--- config.mk ---
export PLATFORM = sky130hd
export DESIGN_NAME = system_clock_config_regs
export DESIGN_NICKNAME = d
export VERILOG_FILES = /design/src/common/sysclk_pkg.sv /design/src/hw/backup_mem.sv /design/src/hw/system_clock_config_regs.sv
export VERILOG_INCLUDE_DIRS = /design/src /design/src/common
export SDC_FILE = /design/constraint.sdc
export NUM_CORES = 1
export LEC_CHECK = 0
export BUFFER_PORTS_ARGS = -buffer_cell sky130_fd_sc_hd__buf_2
export CAP_MARGIN = 0
export CELL_PAD_IN_SITES_DETAIL_PLACEMENT = 1
export CELL_PAD_IN_SITES_GLOBAL_PLACEMENT = 1
export CORE_MARGIN = 10
export CORE_UTILIZATION = 46
export DETAILED_ROUTE_END_ITERATION = 12
export PLACE_DENSITY_LB_ADDON = 0.1
export REMOVE_ABC_BUFFERS = 1
export SETUP_SLACK_MARGIN = 0.02
export SLEW_MARGIN = 0
export SYNTH_ARGS = -nofsm -noshare
export SYNTH_HDL_FRONTEND = slang
export SYNTH_SLANG_ARGS = --single-unit
--- constraint.sdc ---
create_clock -name clk -period 4.7 [get_ports clk]
set_input_delay 0.94 -clock clk [delete_from_list [all_inputs] [get_ports clk]]
set_output_delay 0.94 -clock clk [all_outputs]
set_load 0.05 [all_outputs]
--- src/common/sysclk_params.svh ---
`ifndef SYSCLK_PARAMS_SVH
`define SYSCLK_PARAMS_SVH

// ----------------------------------------
// register offsets (byte addresses)
// ----------------------------------------
`define OFS_STATUS 10'h000
`define OFS_UNLOCK 10'h004
`define OFS_SLOW_RC 10'h008
`define OFS_PLL 10'h00c
`define OFS_HIRES 10'h010
`define OFS_FRAC 10'h014
`define OFS_FRAC_MUL 10'h018
`define OFS_FRAC_DIV 10'h01c
`define OFS_GCLK_BASE 10'h040
`define OFS_BACKUP_BASE 10'h080

// ----------------------------------------
// unlock key
// ----------------------------------------
`define UNLOCK_KEY 8'haa
`define UNLOCK_KEY_MSB 31
`define UNLOCK_KEY_LSB 24
`define UNLOCK_ADDR_MSB 9

// ----------------------------------------
// field positions
// ----------------------------------------
`define SLOW_RC_EN_BIT 0
`define GCLK_DIV_MSB 31
`define GCLK_DIV_LSB 16
`define GCLK_SEL_MSB 12
`define GCLK_SEL_LSB 8
`define GCLK_DIVIDE_ENABLE_BIT 1
`define GCLK_CEN_BIT 0
`define PLL_COUNT_MSB 29
`define PLL_COUNT_LSB 24
`define PLL_MUL_MSB 19
`define PLL_MUL_LSB 16
`define PLL_DIV_MSB 11
`define PLL_DIV_LSB 8
`define PLL_OPT_MSB 6
`define PLL_OPT_LSB 4
`define PLL_OSC_MSB 2
`define PLL_OSC_LSB 1
`define PLL_EN_BIT 0
`define HR_COUNT_MSB 31
`define HR_COUNT_LSB 8
`define PS_SEL_MSB 3
`define PS_SEL_LSB 1
`define PS_EN_BIT 0
`define FRAC_FACTOR_MSB 15
`define STATUS_LOCK_BIT 0
`define STATUS_BACKUP_BIT 1

// ----------------------------------------
// reset values and timing
// ----------------------------------------
`define RESET_WORD 32'h00000000
`define BACKUP_BUSY_CYCLES 2'h2

`endif

--- src/common/sysclk_pkg.sv ---
package sysclk_pkg;

	// ----------------------------------------
	// generic clock configuration
	// ----------------------------------------
	typedef struct packed {
		logic [15:0] div;
		logic [4:0] source_select;
		logic divide_enable;
		logic output_enable;
	} gclk_cfg_type;

	// ----------------------------------------
	// pll configuration
	// ----------------------------------------
	typedef struct packed {
		logic [5:0] lock_wait_count;
		logic [3:0] loop_multiply_factor;
		logic [3:0] loop_division_factor;
		logic [2:0] loop_option_bits;
		logic [1:0] loop_reference_select;
		logic loop_enable;
	} pll_cfg_type;

	// ----------------------------------------
	// prescaler configuration
	// ----------------------------------------
	typedef struct packed {
		logic [23:0] hires_period_count;
		logic [2:0] prescaler_input_select;
		logic enable;
	} prescaler_cfg_type;

endpackage : sysclk_pkg

--- src/hw/backup_mem.sv ---
`timescale 1ns/10ps
// retained word store; contents change only on write or reset
module backup_mem #(
	parameter int WORDS = 4,
	parameter int AW = 2
) (
	// clock and reset
	input wire logic clk,
	input wire logic reset,
	input wire logic clk_en,
	// write side
	input wire logic wr_en,
	input wire logic [AW-1:0] wr_addr,
	input wire logic [31:0] wr_data,
	// read side
	input wire logic rd_en,
	input wire logic [AW-1:0] rd_addr,
	output logic [31:0] rd_data
);

	logic [31:0] mem [WORDS];

	// ----------------------------------------
	// storage, untouched by shutdown
	// ----------------------------------------
	always_ff @(posedge clk) begin
		if (reset) begin
			for (int i = 0; i < WORDS; i++) begin
				mem[i] <= 32'h00000000;
			end
		end else if (clk_en && wr_en) begin
			mem[wr_addr] <= wr_data;
		end
	end

	// registered read port
	always_ff @(posedge clk) begin
		if (reset) begin
			rd_data <= 32'h00000000;
		end else if (clk_en && rd_en) begin
			rd_data <= mem[rd_addr];
		end
	end

endmodule : backup_mem

--- src/hw/system_clock_config_regs.sv ---
`timescale 1ns/10ps
`include "sysclk_params.svh"
module system_clock_config_regs
	import sysclk_pkg::*;
#(
	parameter int NUM_GCLK = 4,
	parameter int GCLK_DIV_BITS = 16,
	parameter int NUM_BACKUP = 4,
	parameter int NUM_SRC = 32
) (
	// clock, reset, enable
	input wire logic clk,
	input wire logic reset,
	input wire logic clk_en,
	// register port
	input wire logic [9:0] addr,
	input wire logic [31:0] wdata,
	input wire logic wr,
	input wire logic rd,
	output logic [31:0] rdata,
	// clock sources and events
	input wire logic [NUM_SRC-1:0] src_tick,
	input wire logic system_rc_clock,
	input wire logic pll_wake,
	// oscillator and pll controls
	output logic slow_rc_enable,
	output pll_cfg_type pll_cfg,
	output logic pll_locked_flag,
	output logic [5:0] pll_ratio_num,
	output logic [3:0] pll_ratio_den,
	output logic pll_range_high,
	output logic pll_out_half,
	output logic pll_wide_bw,
	// generic clocks
	output gclk_cfg_type [NUM_GCLK-1:0] gclk_cfg,
	output logic [NUM_GCLK-1:0] gclk_tick,
	// prescalers and backup busy flag
	output logic hires_prescaled_clock,
	output logic frac_prescaled_clock,
	output logic backup_iface_ready_flag
);

	// ----------------------------------------
	// decode
	// ----------------------------------------
	localparam int BAW = $clog2(NUM_BACKUP);
	localparam logic [15:0] DIV_MASK = 16'((32'h1 << GCLK_DIV_BITS) - 32'h1);
	localparam logic [9:0] GCLK_END = 10'(`OFS_GCLK_BASE + 4 * NUM_GCLK);
	localparam logic [9:0] BACKUP_END = 10'(`OFS_BACKUP_BASE + 4 * NUM_BACKUP);

	logic armed;
	logic [9:0] unlock_target;
	logic key_ok;
	logic wr_go;
	logic rd_go;
	logic in_gclk;
	logic in_backup;
	logic [7:0] gclk_idx;
	logic [BAW-1:0] backup_idx;
	logic pll_wr_ok;
	logic backup_wr_ok;
	logic [1:0] backup_busy;
	logic [5:0] lock_cnt;
	prescaler_cfg_type hires_cfg;
	prescaler_cfg_type frac_cfg;
	logic [15:0] frac_mul;
	logic [15:0] frac_div;
	logic [23:0] hires_cnt;
	logic [15:0] frac_acc;
	logic [16:0] frac_sum;
	logic [31:0] next_rdata;
	logic [31:0] reg_rdata;
	logic mem_sel;
	logic [31:0] mem_rdata;

	// bus qualifiers
	assign wr_go = clk_en && wr;
	assign rd_go = clk_en && rd;
	assign in_gclk = (addr >= `OFS_GCLK_BASE) && (addr < GCLK_END) && (addr[1:0] == 2'h0);
	assign in_backup = (addr >= `OFS_BACKUP_BASE) && (addr < BACKUP_END) && (addr[1:0] == 2'h0);
	assign gclk_idx = 8'((addr - `OFS_GCLK_BASE) >> 2);
	assign backup_idx = BAW'((addr - `OFS_BACKUP_BASE) >> 2);
	assign key_ok = armed && (addr == unlock_target);
	assign pll_wr_ok = wr_go && (addr == `OFS_PLL) && key_ok && !pll_cfg.loop_enable;
	assign backup_wr_ok = wr_go && in_backup && key_ok;

	// ----------------------------------------
	// unlock key
	// ----------------------------------------
	// key arms exactly the next write, for one named offset
	always_ff @(posedge clk) begin
		if (reset) begin
			armed <= 1'b0;
			unlock_target <= 10'h000;
		end else if (wr_go) begin
			if (addr == `OFS_UNLOCK) begin
				armed <= (wdata[`UNLOCK_KEY_MSB:`UNLOCK_KEY_LSB] == `UNLOCK_KEY);
				unlock_target <= wdata[`UNLOCK_ADDR_MSB:0];
			end else begin
				armed <= 1'b0;
			end
		end
	end

	// ----------------------------------------
	// slow rc oscillator and pll registers
	// ----------------------------------------
	always_ff @(posedge clk) begin
		if (reset) begin
			slow_rc_enable <= 1'b0;
		end else if (wr_go && (addr == `OFS_SLOW_RC) && key_ok) begin
			slow_rc_enable <= wdata[`SLOW_RC_EN_BIT];
		end
	end

	// pll configuration, frozen while running
	always_ff @(posedge clk) begin
		if (reset) begin
			pll_cfg <= '0;
		end else if (pll_wr_ok) begin
			pll_cfg.lock_wait_count <= wdata[`PLL_COUNT_MSB:`PLL_COUNT_LSB];
			pll_cfg.loop_multiply_factor <= wdata[`PLL_MUL_MSB:`PLL_MUL_LSB];
			pll_cfg.loop_division_factor <= wdata[`PLL_DIV_MSB:`PLL_DIV_LSB];
			pll_cfg.loop_option_bits <= wdata[`PLL_OPT_MSB:`PLL_OPT_LSB];
			pll_cfg.loop_reference_select <= wdata[`PLL_OSC_MSB:`PLL_OSC_LSB];
			pll_cfg.loop_enable <= wdata[`PLL_EN_BIT];
		end
	end

	// derived pll ratio and option outputs
	always_ff @(posedge clk) begin
		if (reset) begin
			pll_ratio_num <= 6'h00;
			pll_ratio_den <= 4'h0;
			pll_range_high <= 1'b0;
			pll_out_half <= 1'b0;
			pll_wide_bw <= 1'b1;
		end else if (clk_en) begin
			if (pll_cfg.loop_division_factor == 4'h0) begin
				// 2*(mul+1) reaches 32, hence the sixth bit
				pll_ratio_num <= {1'b0, pll_cfg.loop_multiply_factor, 1'b0} + 6'h02;
				pll_ratio_den <= 4'h1;
			end else begin
				pll_ratio_num <= {2'b00, pll_cfg.loop_multiply_factor} + 6'h01;
				pll_ratio_den <= pll_cfg.loop_division_factor;
			end
			pll_range_high <= pll_cfg.loop_option_bits[0];
			pll_out_half <= pll_cfg.loop_option_bits[1];
			pll_wide_bw <= !pll_cfg.loop_option_bits[2];
		end
	end

	// ----------------------------------------
	// pll lock timing
	// ----------------------------------------
	// rc ticks counted from write or wake; any restart drops lock
	always_ff @(posedge clk) begin
		if (reset) begin
			lock_cnt <= 6'h00;
			pll_locked_flag <= 1'b0;
		end else if (clk_en) begin
			if (pll_wr_ok || pll_wake || !pll_cfg.loop_enable) begin
				lock_cnt <= 6'h00;
				pll_locked_flag <= 1'b0;
			end else if (lock_cnt == pll_cfg.lock_wait_count) begin
				pll_locked_flag <= 1'b1;
			end else if (system_rc_clock) begin
				lock_cnt <= lock_cnt + 6'h01;
			end
		end
	end

	// ----------------------------------------
	// generic clocks
	// ----------------------------------------
	for (genvar g = 0; g < NUM_GCLK; g++) begin : gen_gclk
		logic [16:0] div_cnt;

		// one independent control word per generic clock
		always_ff @(posedge clk) begin
			if (reset) begin
				gclk_cfg[g] <= '0;
			end else if (wr_go && in_gclk && (gclk_idx == 8'(g))) begin
				gclk_cfg[g].div <= wdata[`GCLK_DIV_MSB:`GCLK_DIV_LSB] & DIV_MASK;
				gclk_cfg[g].source_select <= wdata[`GCLK_SEL_MSB:`GCLK_SEL_LSB];
				gclk_cfg[g].divide_enable <= wdata[`GCLK_DIVIDE_ENABLE_BIT];
				gclk_cfg[g].output_enable <= wdata[`GCLK_CEN_BIT];
			end
		end

		// divider on the selected source tick
		always_ff @(posedge clk) begin
			if (reset) begin
				div_cnt <= 17'h00000;
				gclk_tick[g] <= 1'b0;
			end else if (clk_en) begin
				gclk_tick[g] <= 1'b0;
				if (!gclk_cfg[g].output_enable) begin
					div_cnt <= 17'h00000;
				end else if (src_tick[gclk_cfg[g].source_select]) begin
					if (!gclk_cfg[g].divide_enable) begin
						gclk_tick[g] <= 1'b1;
					end else if (div_cnt == {gclk_cfg[g].div, 1'b1}) begin
						gclk_tick[g] <= 1'b1;
						div_cnt <= 17'h00000;
					end else begin
						div_cnt <= div_cnt + 17'h00001;
					end
				end
			end
		end
	end

	// ----------------------------------------
	// prescaler registers
	// ----------------------------------------
	always_ff @(posedge clk) begin
		if (reset) begin
			hires_cfg <= '0;
			frac_cfg <= '0;
			frac_mul <= 16'h0000;
			frac_div <= 16'h0000;
		end else if (wr_go) begin
			if (addr == `OFS_HIRES) begin
				hires_cfg.hires_period_count <= wdata[`HR_COUNT_MSB:`HR_COUNT_LSB];
				hires_cfg.prescaler_input_select <= wdata[`PS_SEL_MSB:`PS_SEL_LSB];
				hires_cfg.enable <= wdata[`PS_EN_BIT];
			end else if (addr == `OFS_FRAC) begin
				frac_cfg.prescaler_input_select <= wdata[`PS_SEL_MSB:`PS_SEL_LSB];
				frac_cfg.enable <= wdata[`PS_EN_BIT];
			end else if (addr == `OFS_FRAC_MUL) begin
				frac_mul <= wdata[`FRAC_FACTOR_MSB:0];
			end else if (addr == `OFS_FRAC_DIV) begin
				frac_div <= wdata[`FRAC_FACTOR_MSB:0];
			end
		end
	end

	// high resolution prescaler: toggle after count+1 input periods
	always_ff @(posedge clk) begin
		if (reset) begin
			hires_cnt <= 24'h000000;
			hires_prescaled_clock <= 1'b0;
		end else if (clk_en) begin
			if (!hires_cfg.enable) begin
				hires_cnt <= 24'h000000;
				hires_prescaled_clock <= 1'b0;
			end else if (src_tick[hires_cfg.prescaler_input_select]) begin
				if (hires_cnt >= hires_cfg.hires_period_count) begin
					hires_cnt <= 24'h000000;
					hires_prescaled_clock <= !hires_prescaled_clock;
				end else begin
					hires_cnt <= hires_cnt + 24'h000001;
				end
			end
		end
	end

	// fractional prescaler: accumulate mul, emit a pulse per div
	assign frac_sum = {1'b0, frac_acc} + {1'b0, frac_mul};

	always_ff @(posedge clk) begin
		if (reset) begin
			frac_acc <= 16'h0000;
			frac_prescaled_clock <= 1'b0;
		end else if (clk_en) begin
			frac_prescaled_clock <= 1'b0;
			if (!frac_cfg.enable) begin
				frac_acc <= 16'h0000;
			end else if (src_tick[frac_cfg.prescaler_input_select] && (frac_div != 16'h0000)) begin
				if (frac_sum >= {1'b0, frac_div}) begin
					frac_acc <= 16'(frac_sum - {1'b0, frac_div});
					frac_prescaled_clock <= 1'b1;
				end else begin
					frac_acc <= frac_sum[15:0];
				end
			end
		end
	end

	// ----------------------------------------
	// backup words
	// ----------------------------------------
	// busy window after each accepted backup write
	always_ff @(posedge clk) begin
		if (reset) begin
			backup_busy <= 2'h0;
			backup_iface_ready_flag <= 1'b0;
		end else if (clk_en) begin
			if (backup_wr_ok) begin
				backup_busy <= `BACKUP_BUSY_CYCLES;
				backup_iface_ready_flag <= 1'b1;
			end else if (backup_busy != 2'h0) begin
				backup_busy <= backup_busy - 2'h1;
				backup_iface_ready_flag <= (backup_busy != 2'h1);
			end
		end
	end

	backup_mem #(
		.WORDS(NUM_BACKUP),
		.AW(BAW)
	) u_backup (
		.clk(clk),
		.reset(reset),
		.clk_en(clk_en),
		.wr_en(backup_wr_ok),
		.wr_addr(backup_idx),
		.wr_data(wdata),
		.rd_en(rd && in_backup),
		.rd_addr(backup_idx),
		.rd_data(mem_rdata)
	);

	// ----------------------------------------
	// read path
	// ----------------------------------------
	always_comb begin
		next_rdata = `RESET_WORD;
		if (addr == `OFS_STATUS) begin
			next_rdata[`STATUS_LOCK_BIT] = pll_locked_flag;
			next_rdata[`STATUS_BACKUP_BIT] = backup_iface_ready_flag;
		end else if (addr == `OFS_SLOW_RC) begin
			next_rdata[`SLOW_RC_EN_BIT] = slow_rc_enable;
		end else if (addr == `OFS_PLL) begin
			next_rdata[`PLL_COUNT_MSB:`PLL_COUNT_LSB] = pll_cfg.lock_wait_count;
			next_rdata[`PLL_MUL_MSB:`PLL_MUL_LSB] = pll_cfg.loop_multiply_factor;
			next_rdata[`PLL_DIV_MSB:`PLL_DIV_LSB] = pll_cfg.loop_division_factor;
			next_rdata[`PLL_OPT_MSB:`PLL_OPT_LSB] = pll_cfg.loop_option_bits;
			next_rdata[`PLL_OSC_MSB:`PLL_OSC_LSB] = pll_cfg.loop_reference_select;
			next_rdata[`PLL_EN_BIT] = pll_cfg.loop_enable;
		end else if (addr == `OFS_HIRES) begin
			next_rdata[`HR_COUNT_MSB:`HR_COUNT_LSB] = hires_cfg.hires_period_count;
			next_rdata[`PS_SEL_MSB:`PS_SEL_LSB] = hires_cfg.prescaler_input_select;
			next_rdata[`PS_EN_BIT] = hires_cfg.enable;
		end else if (addr == `OFS_FRAC) begin
			next_rdata[`PS_SEL_MSB:`PS_SEL_LSB] = frac_cfg.prescaler_input_select;
			next_rdata[`PS_EN_BIT] = frac_cfg.enable;
		end else if (addr == `OFS_FRAC_MUL) begin
			next_rdata[`FRAC_FACTOR_MSB:0] = frac_mul;
		end else if (addr == `OFS_FRAC_DIV) begin
			next_rdata[`FRAC_FACTOR_MSB:0] = frac_div;
		end else if (in_gclk && (gclk_idx < 8'(NUM_GCLK))) begin
			next_rdata[`GCLK_DIV_MSB:`GCLK_DIV_LSB] = gclk_cfg[gclk_idx].div;
			next_rdata[`GCLK_SEL_MSB:`GCLK_SEL_LSB] = gclk_cfg[gclk_idx].source_select;
			next_rdata[`GCLK_DIVIDE_ENABLE_BIT] = gclk_cfg[gclk_idx].divide_enable;
			next_rdata[`GCLK_CEN_BIT] = gclk_cfg[gclk_idx].output_enable;
		end
	end

	// read data valid in the cycle after the strobe
	always_ff @(posedge clk) begin
		if (reset) begin
			reg_rdata <= `RESET_WORD;
			mem_sel <= 1'b0;
		end else if (clk_en) begin
			reg_rdata <= rd_go ? next_rdata : `RESET_WORD;
			mem_sel <= rd_go && in_backup;
		end
	end

	assign rdata = mem_sel ? mem_rdata : reg_rdata;
endmodule : system_clock_config_regs

# Word-level counts from Yosys, hierarchy flattened
# Memories as Yosys holds them, arrays and structs flattened. A register that Yosys moved wholly into a read port is not among the register bits.
# Index checks and enable logic that the tools add are counted.
# W data, S select, Z words.
# totals
regBits	358
ram_bits	128
output_inout_bits	166
memories	1
# memory_table
name	words	width	rd	rd_clocked_by_memory_dff	write_ports	line_no	text
u_backup.mem	4	32	1	1	4	backup_mem.sv:21	logic [31:0] mem [WORDS];
# op_classes
n_addsub	13
n_lt_le_gt_ge	14
eq_ne	30
muxes	114
n_bitwise	3
reduce_logical	55
# ops
operator	count
$mux W17	16
$mux W16	12
$mux W24	4
$mux W32	3
$add A17 B1 Y17 const B	4
$eq A17 B17 Y1	4
$bmux W23 S2	1
$mux W1	42
$eq A10 B5 Y1 const B	4
$mux W6	6
$mux W4	8
$reduce_or A32 Y1	1
$mux W31	1
$mux W30	1
$mux W28	1
$logic_and A1 B1 Y1	25
$add A24 B1 Y24 const B	1
$ge A24 B24 Y1	1
$lt A5 B6 Y1 const B	4
$ne A2 B1 Y1 const B	12
$mux W23	1
$reduce_and A3 Y1	7
$bmux W1 S5	4
$eq A10 B4 Y1 const B	2
other kinds (38)	64

# Logic depth before layout (Yosys ltp)
# depth
depth_word	18
mapped_depth	20
ltp_nobuf	18

# Modules after synthesis
# A second synthesis with hierarchy kept.
# hier_totals
cells_unflattened	2744
area_unflattened_um2	26113.8
# modules_own_cells
mod	instances	cells_each	area_per_inst_um2
system_clock_config_regs	1	2285	19443.6
backup_mem	1	459	6670.1

# Worst setup path after synthesis
# Ideal clock, no wire load.
# synth_timing
path_kind	register to register
from	reg frac_mul[1]
to	reg frac_acc[11]
setup_time_ns	0.129
t_arrival_ns	3.956
t_required_ns	4.571
setup_slack_ns	0.615
stages_incl_launch_ff	19
n_path_buf	2
synth_period_minus_slack_ns	4.085
cell_sequence	dfxtp_1 > ha_1 > a211oi_1 > o21ai_0 > a21oi_1 > a21oi_1 > a211oi_1 > mux2i_1 > or2_2 > ha_1 > nand4_1 > or4_1 > nand3_1 > a31o_2 > nand2b_1 > buf_2 > buf_2 > mux2i_1 > o21ai_0
# synth_via
elab_chain_len	5
elab_cells_between_ends	6
classes_between	2 x add/sub; 1 x order compare; 3 x mux
# synth_rtl
element	line_no	text
start: declaration	system_clock_config_regs.sv:66	logic [15:0] frac_mul;
start signal: assignment	system_clock_config_regs.sv:232	frac_mul <= wdata[`FRAC_FACTOR_MSB:0];
$add A16 B16 Y17 *	system_clock_config_regs.sv:260	assign frac_sum = {1'b0, frac_acc} + {1'b0, frac_mul};
$sub A16 B16 Y16 / $ge A17 B16 Y1 (equally long branches)	system_clock_config_regs.sv:272, system_clock_config_regs.sv:271	
$mux W16 *	system_clock_config_regs.sv:271	if (frac_sum >= {1'b0, frac_div}) begin
$mux W16 *	system_clock_config_regs.sv:270	end else if (src_tick[frac_cfg.prescaler_input_select] && (frac_div != 16'h0000)) begin
$mux W16 *	system_clock_config_regs.sv:268	if (!frac_cfg.enable) begin
end signal: assignment	system_clock_config_regs.sv:272	frac_acc <= 16'(frac_sum - {1'b0, frac_div});
end signal: assignment	system_clock_config_regs.sv:275	frac_acc <= frac_sum[15:0];
end: declaration	system_clock_config_regs.sv:69	logic [15:0] frac_acc;
# Mark *: on every way between the ends. The rest lies on a longest branch, timed or not. The select of a mux whose other input is x is not followed.
# A chain may end at the register's enable or synchronous reset.

# Worst setup path in the final report
# layout_timing
from	reg frac_mul[0]
to	reg frac_acc[3]
# Same word-level chain as after synthesis.

==> impl_metrics.csv <==
group,metric,value,unit
worst_setup_path,r2r_start,"frac_mul[0]",
timing,skew,0.0387,ns
floorplanning,start_util,46.4,%
logic_synthesis,synth.distinct_cells,72,
grt,grt_pass1_wl,147000,um
worst_hold_path,holdPathStages,2,
layout,final_util,53.6,%
worst_setup_path,regToRegSetupSlack,0.37,ns
drt,finalWirelength,98300,um
clock_tree,htreeDepth,2,
worst_setup_path,end_kind,"register",
worst_hold_path,hold_class,"register to register",
layout,fin_area,30200,um^2
layout,drive_gt1_share,18.7,%
logic_synthesis,synth_common_cells,"nand2_1, dfxtp_1, nor2_1, a21oi_1, clkbuf_1",
floorplanning,ioPinCount,247,
drt,antenna_left,0,
power,cellPowerDensity,329,nW/um^2
clock_tree,cts_buffers,58,
logic_synthesis,seq_area_frac_synth,44.6,%
logic_synthesis,synth_area_leaders,"dfxtp_1, edfxtp_1, mux4_2",
clock_tree,cts.path.max_buffers,3,
drt,routed_via_density,5.98,
power,p_leak,11.4,nW
worst_setup_path,cp-start-kind,"register",
clock_tree,root_buffer,"clkbuf_16",
drt,first_iter_violations,1985,
timing,relSlewSlack,14.9,%
placement,gp_congestion,0.906,
placement,dpl_cell_area,28100,um^2
timing,hold_viol_final,0,
timing,slew_viol_final,0,
worst_setup_path,ff2ff_path_depth,19,
worst_setup_path,critPathSlowestCell,"or4_1",
placement,port_buffers,246,
logic_synthesis,synth_top_area_share,29.9,%
logic_synthesis,ys.flop_type,"dfxtp_1",
layout,instances_no_fill,3799,
power,power_switching,2.38,mW
timing,setup_viol,0,
layout,nets,3141,
floorplanning,dieArea,66700,um^2
clock_tree,clk_pin_slew,0.06,ns
clock_tree,cts_sinks,518,
layout,syn_to_final_growth,15.6,%
power,swShare,23.9,%
worst_setup_path,rr_endpoint,"frac_acc[3]",
worst_setup_path,arrival,4.82,ns
power,clkPwrFrac,48.4,%
worst_setup_path,path_delay_family,"compound AO/OA/AOI/OAI gates",
worst_setup_path,path_cells,"ha_1 > inv_1 > fa_1 > nor2b_1 > o21a_1 > a311o_1 > a31o_2 > a21oi_1 > xnor2_1 > ha_1 > and3_1 > nand2_1 > or4_1 > nand3_1 > a31o_2 > nand2b_1 > buf_12 > mux2i_1 > o21ai_0",
grt,grt-ovfl-total,0,
timing,fin_crit,4.33,ns
worst_setup_path,max_stage_delay,0.55,ns
logic_synthesis,syn_area_per_cell,9.33,um^2
status,status,"completed",
grt,grt_max_degree,97,
worst_setup_path,path_buf_inv,2,
power,power_frac_comb,5.1,%
power,power_frac_seq,46.5,%
logic_synthesis,ys_async_sr_fraction,0,%
logic_synthesis,synth_edf_count,128,
worst_setup_path,startpoint,"frac_mul[0]",
grt,grt.total_usage,28.7,%
timing,rsz0062_at_grt,"false",
worst_hold_path,hold-path-endpoint,"u_backup.rd_data[12]",
placement,dp_cells,3688,
logic_synthesis,synthCells,2799,
floorplanning,dieHeight,258,um
logic_synthesis,ys_ff_latch,518,
floorplanning,rows,87,
clock_tree,clk_latency,0.66,ns
timing,worstMarginPinSlew,1.27,ns
grt,grt_pass1_vias,23579,
drt,drt_drc_violations_left,0,
worst_setup_path,cp.required,5.18,ns
placement,hpwlAfterDp,71100,um
grt,antenna_found_initial,7,
drt,firstDrtPassIters,6,
clock_tree,cts_tree,"yes",
floorplanning,die_x,258,um
worst_setup_path,critical_path_class,"register to register",
worst_setup_path,critPathMaxFanout,19,
logic_synthesis,yosys.area.top_type,"dfxtp_1",
floorplanning,coreArea,56300,um^2
drt,num_vias,22731,
logic_synthesis,yosysMostFrequentCell,"nand2_1",
worst_hold_path,hp-start,"u_backup.rd_data[12]",
timing,fmaxAchievable,231,MHz
power,p_int,7.56,mW
run,drv_cap,0,
logic_synthesis,netlist_area,26100,um^2
power,total_power,9.94,mW
timing,period_share,92.2,%
power,ir_drop,0.000326,V
logic_synthesis,yosys_warnings,0,
drt,avgRoutedWirePerCell,25.9,um
clock_tree,cts.hold.buffers_added,0,
==> cells by family after synthesis <==
| kind of cell | Yosys count | share of synthesized area [%] |
|---|---|---|
| AND/OR/NAND/NOR | 1122 | 19.1 |
| flip-flops | 518 | 44.6 |
| AO/OA/AOI/OAI | 434 | 9.88 |
| buffers and inverters | 268 | 4.05 |
| multiplexers | 206 | 12.9 |
| XOR/XNOR | 184 | 6.17 |
| adder cells (fa/ha/maj) | 67 | 3.27 |
==> layer usage <==
metal / global-route usage [%] / part of all wire [%] / vias up
met4: 7.34 / 2.4 / 10
met3: 7.20 / 8.2 / 171
li1: - / - / 10254
met2: 47.8 / 48 / 773
met5: 0 / 0.068 / -
met1: 36.7 / 41 / 11523
==> worst max path at each step <==
| stage | slack [ns] | cells past startpoint | to |
|---|---|---|---|
| floorplan | -6.21 | 7 | gclk_cfg[0] |
| global placement | 0.26 | 17 | frac_acc[11] |
| detailed placement | 0.13 | 17 | frac_acc[8] |
| CTS | 0.1 | 17 | frac_acc[3] |
| global route | 0.06 | 17 | frac_acc[4] |
| finish | 0.37 | 19 | frac_acc[3] |
==> cells in the final DEF (no fill, tap or decap), types with 6 or more instances in the layout <==
| cell type | netlist | routed |
|---|---|---|
| a211oi_1 | 13 | 12 |
| a21o_1 | 11 | 11 |
| a21oi_1 | 260 | 259 |
| a222oi_1 | 14 | 14 |
| a22o_1 | 9 | 9 |
| a22oi_1 | 9 | 9 |
| a31oi_1 | 6 | 6 |
| and2_1 | 20 | 21 |
| and3_1 | 60 | 60 |
| and4_1 | 9 | 9 |
| buf_2 | 24 | 243 |
| buf_4 | 4 | 63 |
| bufinv_16 | 0 | 7 |
| clkbuf_1 | 134 | 14 |
| clkbuf_16 | 0 | 58 |
| clkbuf_8 | 0 | 9 |
| clkinv_2 | 0 | 10 |
| clkinvlp_4 | 0 | 6 |
| dfxtp_1 | 390 | 389 |
| edfxtp_1 | 128 | 128 |
| ha_1 | 65 | 65 |
| inv_1 | 93 | 92 |
| mux2_2 | 39 | 39 |
| mux2i_1 | 67 | 67 |
| mux4_2 | 100 | 100 |
| nand2_1 | 435 | 435 |
| nand2b_1 | 12 | 12 |
| nand3_1 | 127 | 127 |
| nand4_1 | 44 | 44 |
| nor2_1 | 320 | 317 |
| nor2b_1 | 13 | 13 |
| nor3_1 | 32 | 27 |
| nor4_1 | 20 | 19 |
| o21a_1 | 10 | 10 |
| o21ai_0 | 52 | 51 |
| or3_1 | 8 | 8 |
| xnor2_1 | 106 | 106 |
| xor2_1 | 78 | 78 |
==> cell type report <==
cell class                      count  area (um^2)
Antenna cell                        1         2.50
Clock buffer                       81         1630
Clock inverter                     28          380
Fill cell                        6465        26100
Inverter                           93          349
Multi-Input combinational cell   2013        13500
Sequential cell                   518        11700
Tap cell                          756          946
Timing Repair Buffer              309         1740
==> what timing repair did <==
item                       CTS  global route
hold endpoints to repair     0             0
resized for setup            0             3
setup buffers                0             1
setup endpoints to repair    0            17
==> per-stage QoR <==
step	hold WS [ns]	setup slack (ns)	setup TNS (ns)
2_1_floorplan	0.422	-6.21	-586.57
3_3_place_gp	0.437	0.258	0
3_5_place_dp	0.445	0.125	0
4_1_cts	0.452	0.100	0
5_1_grt	0.474	0.0626	0
6_report	0.450	0.367	0
==> state kept, by name, indices dropped and copies added, names as in the netlist, 6 cells and up <==
register / count
frac_acc: 16
frac_div: 16
frac_mul: 16
gclk_cfg: 92
gen_gclk.div_cnt: 68
hires_cfg: 28
hires_cnt: 24
lock_cnt: 6
pll_cfg: 20
pll_ratio_num: 6
reg_rdata: 32
u_backup.mem: 128
u_backup.rd_data: 32
unlock_target: 10
==> worst min-delay path, stage by stage (launching register included) <==
cell and delay (ns):
dfxtp_1 0.31, nand2_1 0.05, a21oi_1 0.05
==> power groups by stage <==
stage          sequential, mW  clock, mW  combinational (mW)
2_1_floorplan            4.72          0               0.179
3_3_place_gp             4.71          0               0.488
3_5_place_dp             4.72          0               0.496
4_1_cts                  4.62       4.86               0.499
5_1_grt                  4.62       5.05               0.528
6_report                 4.62       4.82               0.505
(Power assumes the default switching activity.)
